--- config.mk ---
export PLATFORM = sky130hd
export DESIGN_NAME = ds3_receive_alarm_detector
export DESIGN_NICKNAME = d
export VERILOG_FILES = /design/src/core/ds3_alarm_pkg.sv /design/src/core/field_pattern_detector.sv /design/src/core/alarm_change_detector.sv /design/src/core/ds3_receive_alarm_detector.sv
export SDC_FILE = /design/constraint.sdc
export NUM_CORES = 1
export LEC_CHECK = 0
export BUFFER_PORTS_ARGS = -buffer_cell sky130_fd_sc_hd__buf_4
export CAP_MARGIN = 15
export CORE_MARGIN = 3
export CORE_UTILIZATION = 65
export CTS_CLUSTER_DIAMETER = 40
export CTS_CLUSTER_SIZE = 16
export DETAILED_ROUTE_END_ITERATION = 16
export PLACE_DENSITY = 0.83
export SLEW_MARGIN = 20
export SYNTH_ARGS = -nofsm -noshare
export SYNTH_HDL_FRONTEND = slang
export SYNTH_HIERARCHICAL = 1
export SYNTH_SLANG_ARGS = --single-unit
--- constraint.sdc ---
create_clock -name clk_i -period 10.58 [get_ports clk_i]
set_input_delay 0 -clock clk_i [delete_from_list [all_inputs] [get_ports clk_i]]
set_output_delay 0 -clock clk_i [all_outputs]
set_load 0.02 [all_outputs]
--- src/core/ds3_alarm_pkg.sv ---
// shared constants and carrier types for the ds3 receive alarm detector
// assumes one receive bit per clk_i cycle at most, marked by the framer datapath
package ds3_alarm_pkg;
  // information field and window sizes
  localparam logic [6:0] FIELD_BITS = 7'h54;
  localparam logic [10:0] WINDOW_FIELDS = 11'h400;
  localparam logic [2:0] FIELD_ERR_LIMIT = 3'h4;
  localparam logic [1:0] C_PER_SUBFRAME = 2'h3;
  localparam logic [1:0] C_MAJORITY = 2'h2;
  localparam logic [2:0] IDLE_C_SUBFRAME = 3'h3;
  // unframed all-ones
  localparam logic [12:0] FRAME_BITS = 13'h1298;
  localparam logic [2:0] UA1_ZERO_SAT = 3'h5;
  localparam logic [3:0] UA1_MAX_ZEROS = 4'h4;
  // loss of signal
  localparam logic [7:0] LOS_ZEROS = 8'hc0;
  localparam logic [7:0] LOS_WINDOW = 8'hc0;
  // framing supervision
  localparam logic [4:0] F_ERR_LIMIT = 5'h03;
  localparam logic [2:0] M_ERR_LIMIT = 3'h2;
  localparam logic [4:0] REFRAME_F_BITS = 5'h18;
  localparam logic [1:0] REFRAME_MFRAMES = 2'h2;
  localparam logic [2:0] RAI_MFRAMES = 3'h4;
  localparam int NUM_ALARMS = 7;

  // kind of the bit now on the stream
  typedef enum logic [2:0] {KIND_INFO, KIND_F, KIND_M, KIND_X, KIND_P, KIND_C} bit_kind_type;

  // one received bit with its position markers
  typedef struct packed {
    logic valid;
    logic data;
    bit_kind_type kind;
    logic field_start;
    logic mframe_end;
    logic [2:0] subframe;
    logic ovh_err;
    logic excessive_zeros_event;
  } rx_bit_type;

  // real-time indications
  typedef struct packed {
    logic ais;
    logic unframed_all_ones;
    logic los;
    logic oof;
    logic sef;
    logic rai;
    logic idle_signal_detected;
  } alarm_type;

  // loss of signal recovery states
  typedef enum logic [1:0] {LOS_CLEAR, LOS_WAIT, LOS_WINDOW_RUN} los_state_type;
endpackage

--- src/core/field_pattern_detector.sv ---
// framed pattern detector over 84-bit information fields, with c-bit check
// assumes field_start marks the first information bit after each overhead bit
`timescale 1ns/1ps
module field_pattern_detector
  import ds3_alarm_pkg::*;
#(
  parameter int PHASE_SEL = 0
) (
  // clock and reset
  input wire logic clk_i,
  input wire logic rst_i,
  // receive stream
  input wire rx_bit_type rx_i,
  input wire logic c_use_i,
  input wire logic restart_i,
  // indication
  output logic active_o
);
  logic [6:0] pos;
  logic [1:0] phase;
  logic [2:0] errs;
  logic aligned;
  logic [10:0] good_run;
  logic [10:0] bad_run;
  logic [1:0] c_idx;
  logic [1:0] c_ones;
  logic info;
  logic miss;
  logic field_done;
  logic field_good;
  logic c_bit;
  logic c_spoil;
  logic [6:0] cur_pos;
  logic [1:0] cur_phase;
  logic [2:0] cur_err;
  logic [2:0] next_err;

  // expected bit is the inverse of the selected phase bit
  always_comb begin
    info = rx_i.valid && rx_i.kind == KIND_INFO;
    cur_pos = rx_i.field_start ? 7'h00 : pos;
    cur_phase = rx_i.field_start ? 2'h0 : phase;
    cur_err = rx_i.field_start ? 3'h0 : errs;
    miss = rx_i.data == cur_phase[PHASE_SEL];
    next_err = (cur_err == FIELD_ERR_LIMIT) ? cur_err : cur_err + {2'h0, miss};
    field_done = info && (aligned || rx_i.field_start) && cur_pos == FIELD_BITS - 7'h01;
    field_good = next_err < FIELD_ERR_LIMIT;
    c_bit = rx_i.valid && rx_i.kind == KIND_C && c_use_i;
    c_spoil = c_bit && c_idx == C_PER_SUBFRAME - 2'h1
              && (c_ones + {1'b0, rx_i.data}) >= C_MAJORITY;
  end

  // position and error count inside the field; pattern restarts per field
  always_ff @(posedge clk_i or posedge rst_i) begin
    if (rst_i) begin
      pos <= 7'h00;
      phase <= 2'h0;
      errs <= 3'h0;
      aligned <= 1'b0;
    end else if (restart_i) begin
      aligned <= 1'b0;
    end else if (info) begin
      pos <= cur_pos + 7'h01;
      phase <= cur_phase + 2'h1;
      errs <= next_err;
      if (rx_i.field_start) begin
        aligned <= 1'b1;
      end else if (field_done) begin
        aligned <= 1'b0; // a field counts once; stray bits cannot wrap pos into a new one
      end
    end
  end

  // c bits are majority decoded in groups of three
  always_ff @(posedge clk_i or posedge rst_i) begin
    if (rst_i) begin
      c_idx <= 2'h0;
      c_ones <= 2'h0;
    end else if (rx_i.valid && rx_i.mframe_end) begin
      c_idx <= 2'h0;
      c_ones <= 2'h0;
    end else if (c_bit) begin
      if (c_idx == C_PER_SUBFRAME - 2'h1) begin
        c_idx <= 2'h0;
        c_ones <= 2'h0;
      end else begin
        c_idx <= c_idx + 2'h1;
        c_ones <= c_ones + {1'b0, rx_i.data};
      end
    end
  end

  // consecutive good and bad field runs, saturating one short of the window
  always_ff @(posedge clk_i or posedge rst_i) begin
    if (rst_i) begin
      good_run <= 11'h000;
      bad_run <= 11'h000;
    end else if (restart_i) begin
      good_run <= 11'h000;
      bad_run <= 11'h000;
    end else if (field_done) begin
      if (field_good) begin
        bad_run <= 11'h000;
        if (good_run != WINDOW_FIELDS - 11'h001) begin
          good_run <= good_run + 11'h001;
        end
      end else begin
        good_run <= 11'h000;
        if (bad_run != WINDOW_FIELDS - 11'h001) begin
          bad_run <= bad_run + 11'h001;
        end
      end
    end else if (c_spoil) begin
      good_run <= 11'h000;
    end
  end

  // indication itself; held while the runs restart after a framing loss
  always_ff @(posedge clk_i or posedge rst_i) begin
    if (rst_i) begin
      active_o <= 1'b0;
    end else if (field_done && !restart_i) begin
      // a field that ends as alignment is lost must not count
      if (field_good && good_run == WINDOW_FIELDS - 11'h001) begin
        active_o <= 1'b1;
      end else if (!field_good && bad_run == WINDOW_FIELDS - 11'h001) begin
        active_o <= 1'b0;
      end
    end
  end

  property p_field_set;
    @(posedge clk_i) disable iff (rst_i)
    $rose(active_o) |-> $past(good_run) == WINDOW_FIELDS - 11'h001 && $past(field_good);
  endproperty
  a_field_set: assert property (p_field_set) else $error("pattern set too early");

  property p_field_clr;
    @(posedge clk_i) disable iff (rst_i)
    $fell(active_o) |-> $past(bad_run) == WINDOW_FIELDS - 11'h001 && !$past(field_good);
  endproperty
  a_field_clr: assert property (p_field_clr) else $error("pattern clear too early");
endmodule

--- src/core/alarm_change_detector.sv ---
// both-edge change detector over the real-time indications
// assumes the indications come straight from flip-flops
`timescale 1ns/1ps
module alarm_change_detector
  import ds3_alarm_pkg::*;
(
  // clock and reset
  input wire logic clk_i,
  input wire logic rst_i,
  // indications
  input wire logic [NUM_ALARMS-1:0] alarm_i,
  // change pulses
  output logic [NUM_ALARMS-1:0] change_o
);
  logic [NUM_ALARMS-1:0] prev;

  // one delay flop and one pulse flop per indication
  genvar k;
  generate
    for (k = 0; k < NUM_ALARMS; k = k + 1) begin : g_bit
      always_ff @(posedge clk_i or posedge rst_i) begin
        if (rst_i) begin
          prev[k] <= 1'b0;
          change_o[k] <= 1'b0;
        end else begin
          prev[k] <= alarm_i[k];
          change_o[k] <= alarm_i[k] ^ prev[k];
        end
      end
    end
  endgenerate

  property p_change;
    @(posedge clk_i) disable iff (rst_i)
    (alarm_i != prev) |=> (change_o == ($past(alarm_i) ^ $past(prev))) && change_o != 0;
  endproperty
  a_change: assert property (p_change) else $error("change pulse missing");

  property p_quiet;
    @(posedge clk_i) disable iff (rst_i)
    (alarm_i == prev) |=> change_o == 0;
  endproperty
  a_quiet: assert property (p_quiet) else $error("spurious change pulse");
endmodule

--- src/core/ds3_receive_alarm_detector.sv ---
// receive alarm and defect detector for one ds3 channel
// assumes the framer marks each bit's kind and position and flags f/m errors
//
// Overview of operation
// - alarm pattern is framed 1010, restarting with a one after overhead
// - alarm set after 1024 consecutive fields each under four pattern errors
// - alarm also needs every c bit group decoding to zero meanwhile
// - alarm cleared after 1024 consecutive fields with four or more errors
// - all-ones set when two consecutive frames hold at most four zeros
// - all-ones cleared when two consecutive frames hold five or more zeros
// - loss set after 192 zeros; cleared by a clean 192-bit window
// - out-of-frame on 3 of 16 f bits or 2 of 4 m bits errored
// - reframe needs 24 good f bits then two clean m-frames
// - severe frame error set on 3 of 16 f bits errored
// - severe frame error cleared only in sync with under three errors
// - remote alarm set when both x bits are zero four m-frames running
// - remote alarm cleared when both x bits are one four m-frames running
// - idle pattern is framed 1100, restarting with two ones after overhead
// - idle set after 1024 consecutive fields each under four errors
// - idle also needs subframe three c bits decoding to zero meanwhile
// - idle cleared after 1024 consecutive fields with four or more errors
// - every indication edge, rising or falling, gives one change pulse
`timescale 1ns/1ps
module ds3_receive_alarm_detector
  import ds3_alarm_pkg::*;
(
  // clock and reset
  input wire logic clk_i,
  input wire logic rst_i,
  // decoded receive stream with framer markers
  input wire rx_bit_type rx_i,
  // real-time indications
  output alarm_type alarm_o,
  // change events to the latched status logic
  output logic [NUM_ALARMS-1:0] change_o
);
  logic ais;
  logic idle;
  logic ua1;
  logic los;
  logic oof;
  logic sef;
  logic rai;
  logic bit_in;
  logic zero_in;
  logic f_bit;
  logic m_bit;
  logic mf_end;
  logic idle_c_use;

  // bit qualifiers shared by the detectors here; without a bit only the out-of-frame resets and the sef clear act
  always_comb begin
    bit_in = rx_i.valid;
    zero_in = rx_i.valid && !rx_i.data;
    f_bit = rx_i.valid && rx_i.kind == KIND_F;
    m_bit = rx_i.valid && rx_i.kind == KIND_M;
    mf_end = rx_i.valid && rx_i.mframe_end;
    idle_c_use = rx_i.subframe == IDLE_C_SUBFRAME;
  end

  // framed pattern detectors, restarted while out of frame
  field_pattern_detector #(
    .PHASE_SEL(0)
  ) u_ais_det (
    .clk_i(clk_i),
    .rst_i(rst_i),
    .rx_i(rx_i),
    .c_use_i(1'b1),
    .restart_i(oof),
    .active_o(ais)
  );

  field_pattern_detector #(
    .PHASE_SEL(1)
  ) u_idle_det (
    .clk_i(clk_i),
    .rst_i(rst_i),
    .rx_i(rx_i),
    .c_use_i(idle_c_use),
    .restart_i(oof),
    .active_o(idle)
  );

  // unframed all-ones over sliding pairs of 4760-bit blocks
  logic [12:0] blk_pos;
  logic [2:0] zc;
  logic [2:0] zprev;
  logic [2:0] cur_zc;
  logic [3:0] pair_zeros;
  logic blk_end;

  always_comb begin
    cur_zc = (zc == UA1_ZERO_SAT) ? zc : zc + {2'h0, zero_in};
    pair_zeros = {1'b0, zprev} + {1'b0, cur_zc};
    blk_end = bit_in && blk_pos == FRAME_BITS - 13'h0001;
  end

  always_ff @(posedge clk_i or posedge rst_i) begin
    if (rst_i) begin
      blk_pos <= 13'h0000;
      zc <= 3'h0;
      zprev <= UA1_ZERO_SAT; // counts as noisy until a full pair is seen
      ua1 <= 1'b0;
    end else if (blk_end) begin
      blk_pos <= 13'h0000;
      zc <= 3'h0;
      zprev <= cur_zc;
      ua1 <= pair_zeros <= UA1_MAX_ZEROS;
    end else if (bit_in) begin
      blk_pos <= blk_pos + 13'h0001;
      zc <= cur_zc;
    end
  end

  // loss of signal; recovery window aborts on an excessive-zero event
  los_state_type los_state;
  logic [7:0] zrun;
  logic [7:0] win_cnt;

  always_ff @(posedge clk_i or posedge rst_i) begin
    if (rst_i) begin
      zrun <= 8'h00;
    end else if (bit_in) begin
      if (rx_i.data) begin
        zrun <= 8'h00;
      end else if (zrun != LOS_ZEROS) begin
        zrun <= zrun + 8'h01;
      end
    end
  end

  always_ff @(posedge clk_i or posedge rst_i) begin
    if (rst_i) begin
      los_state <= LOS_CLEAR;
      win_cnt <= 8'h00;
    end else if (bit_in) begin
      case (los_state)
        LOS_CLEAR: begin
          if (zero_in && zrun == LOS_ZEROS - 8'h01) begin
            los_state <= LOS_WAIT;
          end
        end
        LOS_WAIT: begin
          if (rx_i.data) begin
            los_state <= LOS_WINDOW_RUN;
            win_cnt <= 8'h01;
          end
        end
        LOS_WINDOW_RUN: begin
          if (rx_i.excessive_zeros_event) begin
            los_state <= LOS_WAIT;
          end else if (win_cnt == LOS_WINDOW - 8'h01) begin
            los_state <= LOS_CLEAR;
          end else begin
            win_cnt <= win_cnt + 8'h01;
          end
        end
        default: begin
          los_state <= LOS_CLEAR;
        end
      endcase
    end
  end

  always_comb begin
    los = los_state != LOS_CLEAR;
  end

  // sliding error histories of f and m bits
  logic [15:0] f_hist;
  logic [3:0] m_hist;
  logic [15:0] next_f_hist;
  logic [3:0] next_m_hist;
  logic [4:0] f_cnt;
  logic [4:0] next_f_cnt;
  logic [2:0] next_m_cnt;
  logic reframe_done;

  always_comb begin
    next_f_hist = f_bit ? {f_hist[14:0], rx_i.ovh_err} : f_hist;
    next_m_hist = m_bit ? {m_hist[2:0], rx_i.ovh_err} : m_hist;
    f_cnt = 5'($countones(f_hist));
    next_f_cnt = 5'($countones(next_f_hist));
    next_m_cnt = 3'($countones(next_m_hist));
  end

  // histories restart on reframe so old errors cannot re-declare at once
  always_ff @(posedge clk_i or posedge rst_i) begin
    if (rst_i) begin
      f_hist <= 16'h0000;
      m_hist <= 4'h0;
    end else if (reframe_done) begin
      f_hist <= 16'h0000;
      m_hist <= 4'h0;
    end else begin
      f_hist <= next_f_hist;
      m_hist <= next_m_hist;
    end
  end

  // per m-frame overhead capture: x and p pairs, m error seen
  logic [1:0] xs;
  logic [1:0] ps;
  logic m_err_seen;
  logic mf_clean;

  always_ff @(posedge clk_i or posedge rst_i) begin
    if (rst_i) begin
      xs <= 2'h0;
      ps <= 2'h0;
      m_err_seen <= 1'b0;
    end else if (mf_end) begin
      m_err_seen <= 1'b0;
    end else begin
      if (rx_i.valid && rx_i.kind == KIND_X) begin
        xs <= {xs[0], rx_i.data};
      end
      if (rx_i.valid && rx_i.kind == KIND_P) begin
        ps <= {ps[0], rx_i.data};
      end
      if (m_bit && rx_i.ovh_err) begin
        m_err_seen <= 1'b1;
      end
    end
  end

  always_comb begin
    mf_clean = !m_err_seen && xs[0] == xs[1] && ps[0] == ps[1];
  end

  // reframe qualification: good f run, then clean m-frames that start after it
  logic [4:0] f_good;
  logic armed;
  logic [1:0] mf_good;

  always_comb begin
    reframe_done = oof && mf_end && armed && mf_clean
                   && mf_good == REFRAME_MFRAMES - 2'h1;
  end

  always_ff @(posedge clk_i or posedge rst_i) begin
    if (rst_i) begin
      f_good <= 5'h00;
      armed <= 1'b0;
      mf_good <= 2'h0;
    end else if (!oof) begin
      f_good <= 5'h00;
      armed <= 1'b0;
      mf_good <= 2'h0;
    end else if (f_bit && rx_i.ovh_err) begin
      f_good <= 5'h00;
      armed <= 1'b0;
      mf_good <= 2'h0;
    end else if (f_bit && f_good != REFRAME_F_BITS) begin
      f_good <= f_good + 5'h01;
    end else if (mf_end) begin
      if (armed) begin
        mf_good <= mf_clean ? mf_good + 2'h1 : 2'h0;
      end
      armed <= f_good == REFRAME_F_BITS;
    end
  end

  // out-of-frame and severely errored frame
  always_ff @(posedge clk_i or posedge rst_i) begin
    if (rst_i) begin
      oof <= 1'b0;
    end else if (!oof) begin
      if (next_f_cnt >= F_ERR_LIMIT || next_m_cnt >= M_ERR_LIMIT) begin
        oof <= 1'b1;
      end
    end else if (reframe_done) begin
      oof <= 1'b0;
    end
  end

  always_ff @(posedge clk_i or posedge rst_i) begin
    if (rst_i) begin
      sef <= 1'b0;
    end else if (next_f_cnt >= F_ERR_LIMIT) begin
      sef <= 1'b1;
    end else if (!oof) begin
      sef <= 1'b0;
    end
  end

  // remote alarm from both x bits over consecutive m-frames
  logic [2:0] rai_zero_run;
  logic [2:0] rai_one_run;

  always_ff @(posedge clk_i or posedge rst_i) begin
    if (rst_i) begin
      rai_zero_run <= 3'h0;
      rai_one_run <= 3'h0;
      rai <= 1'b0;
    end else if (mf_end) begin
      if (xs == 2'h0) begin
        rai_one_run <= 3'h0;
        if (rai_zero_run != RAI_MFRAMES) begin
          rai_zero_run <= rai_zero_run + 3'h1;
        end
        if (rai_zero_run == RAI_MFRAMES - 3'h1) begin
          rai <= 1'b1;
        end
      end else if (xs == 2'h3) begin
        rai_zero_run <= 3'h0;
        if (rai_one_run != RAI_MFRAMES) begin
          rai_one_run <= rai_one_run + 3'h1;
        end
        if (rai_one_run == RAI_MFRAMES - 3'h1) begin
          rai <= 1'b0;
        end
      end else begin
        rai_zero_run <= 3'h0;
        rai_one_run <= 3'h0;
      end
    end
  end

  // indication outputs, all straight from flip-flops except los, decoded from los_state
  always_comb begin
    alarm_o.ais = ais;
    alarm_o.unframed_all_ones = ua1;
    alarm_o.los = los;
    alarm_o.oof = oof;
    alarm_o.sef = sef;
    alarm_o.rai = rai;
    alarm_o.idle_signal_detected = idle;
  end

  alarm_change_detector u_change (
    .clk_i(clk_i),
    .rst_i(rst_i),
    .alarm_i(alarm_o),
    .change_o(change_o)
  );

  property p_los_set;
    @(posedge clk_i) disable iff (rst_i)
    (los_state == LOS_CLEAR && zero_in && zrun == LOS_ZEROS - 8'h01) |=> los;
  endproperty
  a_los_set: assert property (p_los_set) else $error("loss not set after zero run");

  property p_los_clr;
    @(posedge clk_i) disable iff (rst_i)
    $fell(los) |-> $past(win_cnt) == LOS_WINDOW - 8'h01 && !$past(rx_i.excessive_zeros_event);
  endproperty
  a_los_clr: assert property (p_los_clr) else $error("loss cleared without window");

  property p_ua1_set;
    @(posedge clk_i) disable iff (rst_i)
    (blk_end && pair_zeros <= UA1_MAX_ZEROS) |=> ua1;
  endproperty
  a_ua1_set: assert property (p_ua1_set) else $error("all-ones not set");

  property p_ua1_clr;
    @(posedge clk_i) disable iff (rst_i)
    (blk_end && pair_zeros > UA1_MAX_ZEROS) |=> !ua1;
  endproperty
  a_ua1_clr: assert property (p_ua1_clr) else $error("all-ones not cleared");

  property p_f_window;
    @(posedge clk_i) disable iff (rst_i)
    f_cnt >= F_ERR_LIMIT |-> oof && sef;
  endproperty
  a_f_window: assert property (p_f_window) else $error("f errors not flagged");

  property p_m_window;
    @(posedge clk_i) disable iff (rst_i)
    (!oof && next_m_cnt >= M_ERR_LIMIT) |=> oof;
  endproperty
  a_m_window: assert property (p_m_window) else $error("m errors not flagged");

  property p_reframe;
    @(posedge clk_i) disable iff (rst_i)
    $fell(oof) |-> $past(f_good) == REFRAME_F_BITS && $past(mf_good) == 2'h1;
  endproperty
  a_reframe: assert property (p_reframe) else $error("reframe too early");

  property p_sef_clr;
    @(posedge clk_i) disable iff (rst_i)
    $fell(sef) |-> !$past(oof) && $past(next_f_cnt) < F_ERR_LIMIT;
  endproperty
  a_sef_clr: assert property (p_sef_clr) else $error("sef cleared out of sync");

  property p_rai_set;
    @(posedge clk_i) disable iff (rst_i)
    $rose(rai) |-> $past(rai_zero_run) == RAI_MFRAMES - 3'h1 && $past(xs) == 2'h0;
  endproperty
  a_rai_set: assert property (p_rai_set) else $error("remote alarm set early");

  property p_rai_clr;
    @(posedge clk_i) disable iff (rst_i)
    $fell(rai) |-> $past(rai_one_run) == RAI_MFRAMES - 3'h1 && $past(xs) == 2'h3;
  endproperty
  a_rai_clr: assert property (p_rai_clr) else $error("remote alarm cleared early");
endmodule

==> qor.yml, run 1 <==
final_layout:
  syn_to_final_growth_pct: 10.7
  post_route_cells_drive_above_1_share_pct: 11.8
  antennaDiodeCount: 0
  nets: 1061
  fillers: 989
  finalInstanceArea_um2: 10600
synth:
  ys_top_cells_by_count: "171 x dfrtp_1, 87 x nand2_1, 73 x a21oi_1"
  synthArstFlopShare_pct: 100
  ys.flop_type: "dfrtp_1"
  syn_area_um2: 9580
  synth-edff-count: 0
  synth-seq-cells: 173
  synth_warnings: 6
  syn_inst: 967
  ys_seq_area_share_pct: 45.2
  synth_fp_nets: 1031
  netlist.top_cell.by_area: "dfrtp_1"
  yosysTopAreaCellShare_pct: 44.7
  yosysUniqueCellTypes: 87
  syn_avg_cell_area_um2: 9.91
  synth_area_leaders: "dfrtp_1 45%, ha_1 5.0%, a21oi_1 3.8%"
  yosysMostFrequentCell: "dfrtp_1"
clocking:
  ctsResizeCount: 0
  cts_buffer_depth: 2
  holdBufCountCts: 11
  cts.reportedPaths.clkPinSlew_ns: 0.06
  tritoncts: "yes"
  htree_num_levels: 4
  cts_buffers: 17
  clock_latency_ns: 0.43
  cts_root_buf: "clkbuf_16"
  cts_setup_buffers: 0
  cts.sinks: 173
routing:
  drc: 0
  drt_iter0_drc: 676
  drt-pass1-iter-count: 6
  vias: 7370
  final_antenna_net_count: 0
  routed_wl_um: 19100
  vias_per_cell: 6.19
  drt-wirelength-per-cell_um: 16.1
floorplan:
  die_area_um2: 16200
  ios: 28
  initial_core_util_pct: 67.7
  die_y_um: 127
  num_rows: 43
  die-width_um: 127
  coreArea_um2: 14100
placement:
  dp_hpwl_um: 12700
  gp_congestion: 0.863
  dpl_cell_area_um2: 9870
  portBuffers: 27
sta:
  clock_skew_ns: 0.0111
  slew_headroom_pct: 33.6
  grt_setup_unrepaired: "no"
  setup_violations: 0
  hold_violations: 0
  fin_crit_ns: 5.04
  drv_slew: 0
  worst_pin_slew_ns: 0.991
  fmax_ghz: 0.198
  finalCritPeriodShare_pct: 47.7
  fin_tns_setup_ns: 0
global_route:
  grt_pass1_vias: 6844
  antenna_found_initial: 0
  grt.total_usage_pct: 24.7
  grt_pass1_wl_um: 32800
  grt_overflow: 0
  grt_max_degree: 81
power_and_ir_drop:
  ir_drop_v: 0.000190
  p_int_mw: 1.21
  power_leakage_nw: 4.78
  p_sw_mw: 0.486
  p_seq_share_pct: 45.4
  p_per_area_nw_per_um2: 160
  clock_power_share_pct: 36.2
  power_frac_comb_pct: 18.3
  switching_share_pct: 28.6
worst_setup_path:
  slowest_stage: "dlygate4sd3_1"
  r2r-end: "oof"
  crit_cells: 16
  slowest_delay_ns: 0.55
  start_kind: "primary input"
  r2r_setup_slack_ns: 6.35
  critPathRequiredTime_ns: 10.87
  crit_type: "in -> reg"
  cp-end-kind: "flop"
  timing.rr.start: "f_hist[2]"
  path_delay_family: "adder cells"
  cp_cell_sequence: "dlygate4sd3_1 > buf_4 > nor4bb_4 > buf_4 > mux2_2 > fa_1 > inv_1 > fa_1 > fa_1 > inv_1 > fa_1 > ha_1 > fa_1 > a211oi_1 > o221a_2 > a31oi_1"
  path_max_fanout: 39
  crit_buf_inv: 5
  critPathArrivalTime_ns: 5.33
  rr_worst_depth: 12
  cpMostUsedCell: "fa_1"
hold_path:
  hold_path.class: "in -> async"
run:
  cap_viol_max_count: 0
run_status:
  status: "completed"
-- tightest hold or removal path: cells and delay by family --
| kind | cells | cell delay [ns] |
|---|---|---|
| buffers and inverters | 4 | 1.12 |
-- worst max path at each step --
stage,startpoint,end
6_report,rx_i[11],oof
5_1_grt,rx_i[11],oof
4_1_cts,rx_i[11],oof
3_5_place_dp,rx_i[11],oof
3_3_place_gp,rx_i[11],oof
2_1_floorplan,rx_i[8],oof
-- area by class of cell --
type / count / area [um2] / share of cell area [%]
Sequential cell: 173 / 4330 / 40.8
Clock buffer: 22 / 484 / 4.57
Multi-Input combinational cell: 714 / 4910 / 46.3
Inverter: 47 / 178 / 1.68
Tap cell: 180 / 225 / 2.12
Timing Repair Buffer: 44 / 370 / 3.49
Clock inverter: 10 / 104 / 0.979
-- logic make-up (layout without fill, tap and decap cells) --
group	Yosys count	after routing	synth area share, %
AO/OA/AOI/OAI	241	241	16.6
XOR/XNOR	28	28	2.56
adder cells (fa/ha/maj)	50	50	7.47
buffers and inverters	80	123	3.80
flip-flops	173	173	45.2
multiplexers	35	35	3.91
other	1	1	0.0391
AND/OR/NAND/NOR	359	359	20.4
-- placed cells by master (no fill, tap or decap), types with 15 or more instances in the layout --
cell         n
dfrtp_1    171
nand2_1     87
a21oi_1     73
nor2_1      65
o21ai_0     53
inv_1       46
ha_1        38
buf_4       32
nand3_1     29
nor2b_1     27
nor3_1      25
nand4_1     23
nand2b_1    21
mux2_2      19
xor2_1      19
clkbuf_16   17
mux2i_1     16
a31oi_1     15
-- flip-flops by register name (all words and copies together), names as in the netlist, 4 cells and up --
signal               flops
win_cnt                  8
u_idle_det/good_run     11
u_idle_det/bad_run      11
u_ais_det/bad_run       11
f_good                   5
m_hist                   4
u_change/prev            7
zrun                     8
u_ais_det/good_run      11
f_hist                  16
u_idle_det/pos           7
blk_pos                 13
u_change/change_o        7
u_ais_det/pos            7
-- stage by stage --
stage	util (%)	hold slack (ns)	setup slack (ns)	std cells	power [mW]
2_1_floorplan	-	-0.111	6.04	967	1.00
3_3_place_gp	69.8	0.163	5.80	1146	1.07
3_5_place_dp	69.8	0.175	5.66	1146	1.09
4_1_cts	74.7	0.274	5.56	1189	1.71
5_1_grt	74.9	0.288	5.27	1190	1.80
6_report	74.9	0.263	5.54	1190	1.70
-- routing by layer --
layer  vias up  part of all wire [%]  track usage (%)
li1       3561                     -                -
met5         -                     0                0
met1      3621                    48             36.3
met3        22                   4.1             5.89
met2       166                    47             37.1
met4         0                   1.2             6.94
-- power by group through the flow --
| stage | Sequential (mW) | Clock [mW] | Combinational, mW |
|---|---|---|---|
| 6_report | 0.772 | 0.615 | 0.311 |
| 3_3_place_gp | 0.778 | 0 | 0.288 |
| 5_1_grt | 0.780 | 0.652 | 0.366 |
| 2_1_floorplan | 0.768 | 0 | 0.234 |
| 3_5_place_dp | 0.780 | 0 | 0.308 |
| 4_1_cts | 0.771 | 0.626 | 0.316 |
No activity file was read; power rests on OpenSTA's default activity.
==> run 2, diff against run 1 <==
--- a/config.mk
+++ b/config.mk
@@ -8,11 +8,11 @@
 export BUFFER_PORTS_ARGS = -buffer_cell sky130_fd_sc_hd__buf_4
 export CAP_MARGIN = 15
 export CORE_MARGIN = 3
-export CORE_UTILIZATION = 65
+export CORE_UTILIZATION = 57
 export CTS_CLUSTER_DIAMETER = 40
 export CTS_CLUSTER_SIZE = 16
 export DETAILED_ROUTE_END_ITERATION = 16
-export PLACE_DENSITY = 0.83
+export PLACE_DENSITY = 0.77
 export SLEW_MARGIN = 20
 export SYNTH_ARGS = -nofsm -noshare
 export SYNTH_HDL_FRONTEND = slang
==> constraint.sdc (replaced) <==
create_clock -name clk_i -period 4.3 [get_ports clk_i]
set_input_delay 0 -clock clk_i [delete_from_list [all_inputs] [get_ports clk_i]]
set_output_delay 0 -clock clk_i [all_outputs]
set_load 0.02 [all_outputs]
==> qor.yml, run 2 (synthesized netlist as in run 1, its figures left out) <==
run_status:
  status: "completed"
worst_setup_path:
  r2r_setup_slack_ns: 0.17
  start_kind: "flop"
  rr_worst_depth: 12
  r2r-end: "oof"
  critPathRequiredTime_ns: 4.58
  timing.rr.start: "f_hist[2]"
  crit_type: "reg -> reg"
  path_max_fanout: 2
  cp-end-kind: "flop"
  critPathArrivalTime_ns: 4.41
global_route:
  grt.total_usage_pct: 21.6
  grt_max_degree: 44
  grt_overflow: 0
  antenna_found_initial: 0
  met1_usage_pct: 30.7
  grt_pass1_vias: 6922
  grt_pass1_wl_um: 32500
  use_met3_pct: 4.23
  grt_util_met2_pct: 34.5
  busiest_layer: "met2"
final_layout:
  reg.largest.list: "f_hist (16), blk_pos (13)"
  largest_reg_flops: 16
  top_register: "f_hist"
  syn_to_final_growth_pct: 10.9
  nets: 1064
  final_common_cell: "dfrtp_1"
  antennaDiodeCount: 0
  layout_common_cells: "171 x dfrtp_1, 87 x nand2_1, 73 x a21oi_1"
  post_route_cells_drive_above_1_share_pct: 12.3
  final_util_pct: 65.7
  layout.cells.non_filler: 1228
power_and_ir_drop:
  power_mw: 4.16
  ir_drop_v: 0.000332
  p_per_area_nw_per_um2: 391
  power_leakage_nw: 4.78
clocking:
  cts_root_buf: "clkbuf_16"
  cts_buffer_depth: 2
  htree_num_levels: 4
  clock_latency_ns: 0.43
  cts.reportedPaths.clkPinSlew_ns: 0.07
  cts_setup_buffers: 0
  tritoncts: "yes"
  cts_buffers: 17
  cts.sinks: 173
hold_path:
  hold_path.class: "in -> reg"
  hold_depth: 5
  worst_hold_path.endpoint: "u_ais_det/aligned"
  min_from: "rx_i[7]"
sta:
  drv_slew: 0
  finalCritPeriodShare_pct: 96.1
  grt_setup_unrepaired: "no"
  clock_skew_ns: 0.0117
  slew_headroom_pct: 41.2
  worst_pin_slew_ns: 0.877
  fmax_ghz: 0.242
  setup_violations: 0
  fin_crit_ns: 4.13
  hold_violations: 0
floorplan:
  die-width_um: 136
  num_rows: 46
  die_area_um2: 18400
  ios: 28
  die_y_um: 136
  initial_core_util_pct: 59.2
  coreArea_um2: 16200
placement:
  place_inst: 1190
  dp_hpwl_um: 12700
  gp_congestion: 0.852
  portBuffers: 27
routing:
  routed_wl_um: 19000
  final_antenna_net_count: 0
  drt-pass1-iter-count: 5
  drt-wirelength-per-cell_um: 15.5
  vias: 7268
  vias_per_cell: 5.92
  drt_iter0_drc: 515
  drc: 0
run:
  cap_viol_max_count: 0
-- run 2: timing repair --
item | 4_1_cts | 5_1_grt
endpoints found under the hold margin | 146 | 0
gates resized for setup | 1 | 0
pin swaps | 0 | 1
gates cloned | 0 | 0
hold buffers | 7 | 0
setup endpoints to repair | 1 | 1
-- run 2: stage by stage --
step                      hold slack (ns)  setup TNS [ns]  worst slack (ns)  area, um2
after floorplan                    -0.111               0           0.00116       9580
after global placement              0.151          -0.179            -0.179       9990
after detailed placement            0.157          -0.284            -0.225       9990
after CTS                           0.105               0             0.100      10600
after global routing                0.132               0            0.0108      10600
final                               0.113               0             0.169      10600
-- run 2: how the worst max path moves through the flow --
stage,start,endpoint,cells past startpoint
finish,f_hist[2],oof,12
global route,f_hist[2],oof,12
CTS,f_hist[2],oof,12
detailed placement,rx_i[8],oof,16
global placement,rx_i[8],oof,15
floorplan,rx_i[8],oof,15
-- run 2: final cells by class --
| type | count | area [um2] |
|---|---|---|
| Multi-Input combinational cell | 714 | 4910 |
| Clock inverter | 11 | 109 |
| Clock buffer | 20 | 447 |
| Timing Repair Buffer | 47 | 383 |
| Inverter | 47 | 178 |
| Sequential cell | 173 | 4330 |
| Fill cell | 1275 | 5550 |
| Tap cell | 216 | 270 |
-- run 2: layer usage --
| metal | part of all wire (%) | routed length [um] | up-vias |
|---|---|---|---|
| met5 | 0 | 0 | - |
| met4 | 0.77 | 146 | 0 |
| met3 | 3.9 | 738 | 12 |
| met2 | 48 | 9050 | 132 |
| met1 | 48 | 9050 | 3549 |
| li1 | - | - | 3575 |
-- run 2: power by group --
part,internal [mW],total [mW],leakage [nW],switching [mW]
Combinational,0.372,0.805,2.19,0.433
Clock,0.817,1.46,0.272,0.646
Sequential,1.76,1.89,2.32,0.128
Total,2.95,4.16,4.78,1.21
-- run 2: critical path: stages (launching register included) --
cell and delay [ns]:
dfrtp_1 0.38, mux2_2 0.29, fa_1 0.53, inv_1 0.06, fa_1 0.48, fa_1 0.52
inv_1 0.05, fa_1 0.44, ha_1 0.23, fa_1 0.45, a211oi_2 0.26, o221a_2 0.23
a31oi_1 0.08
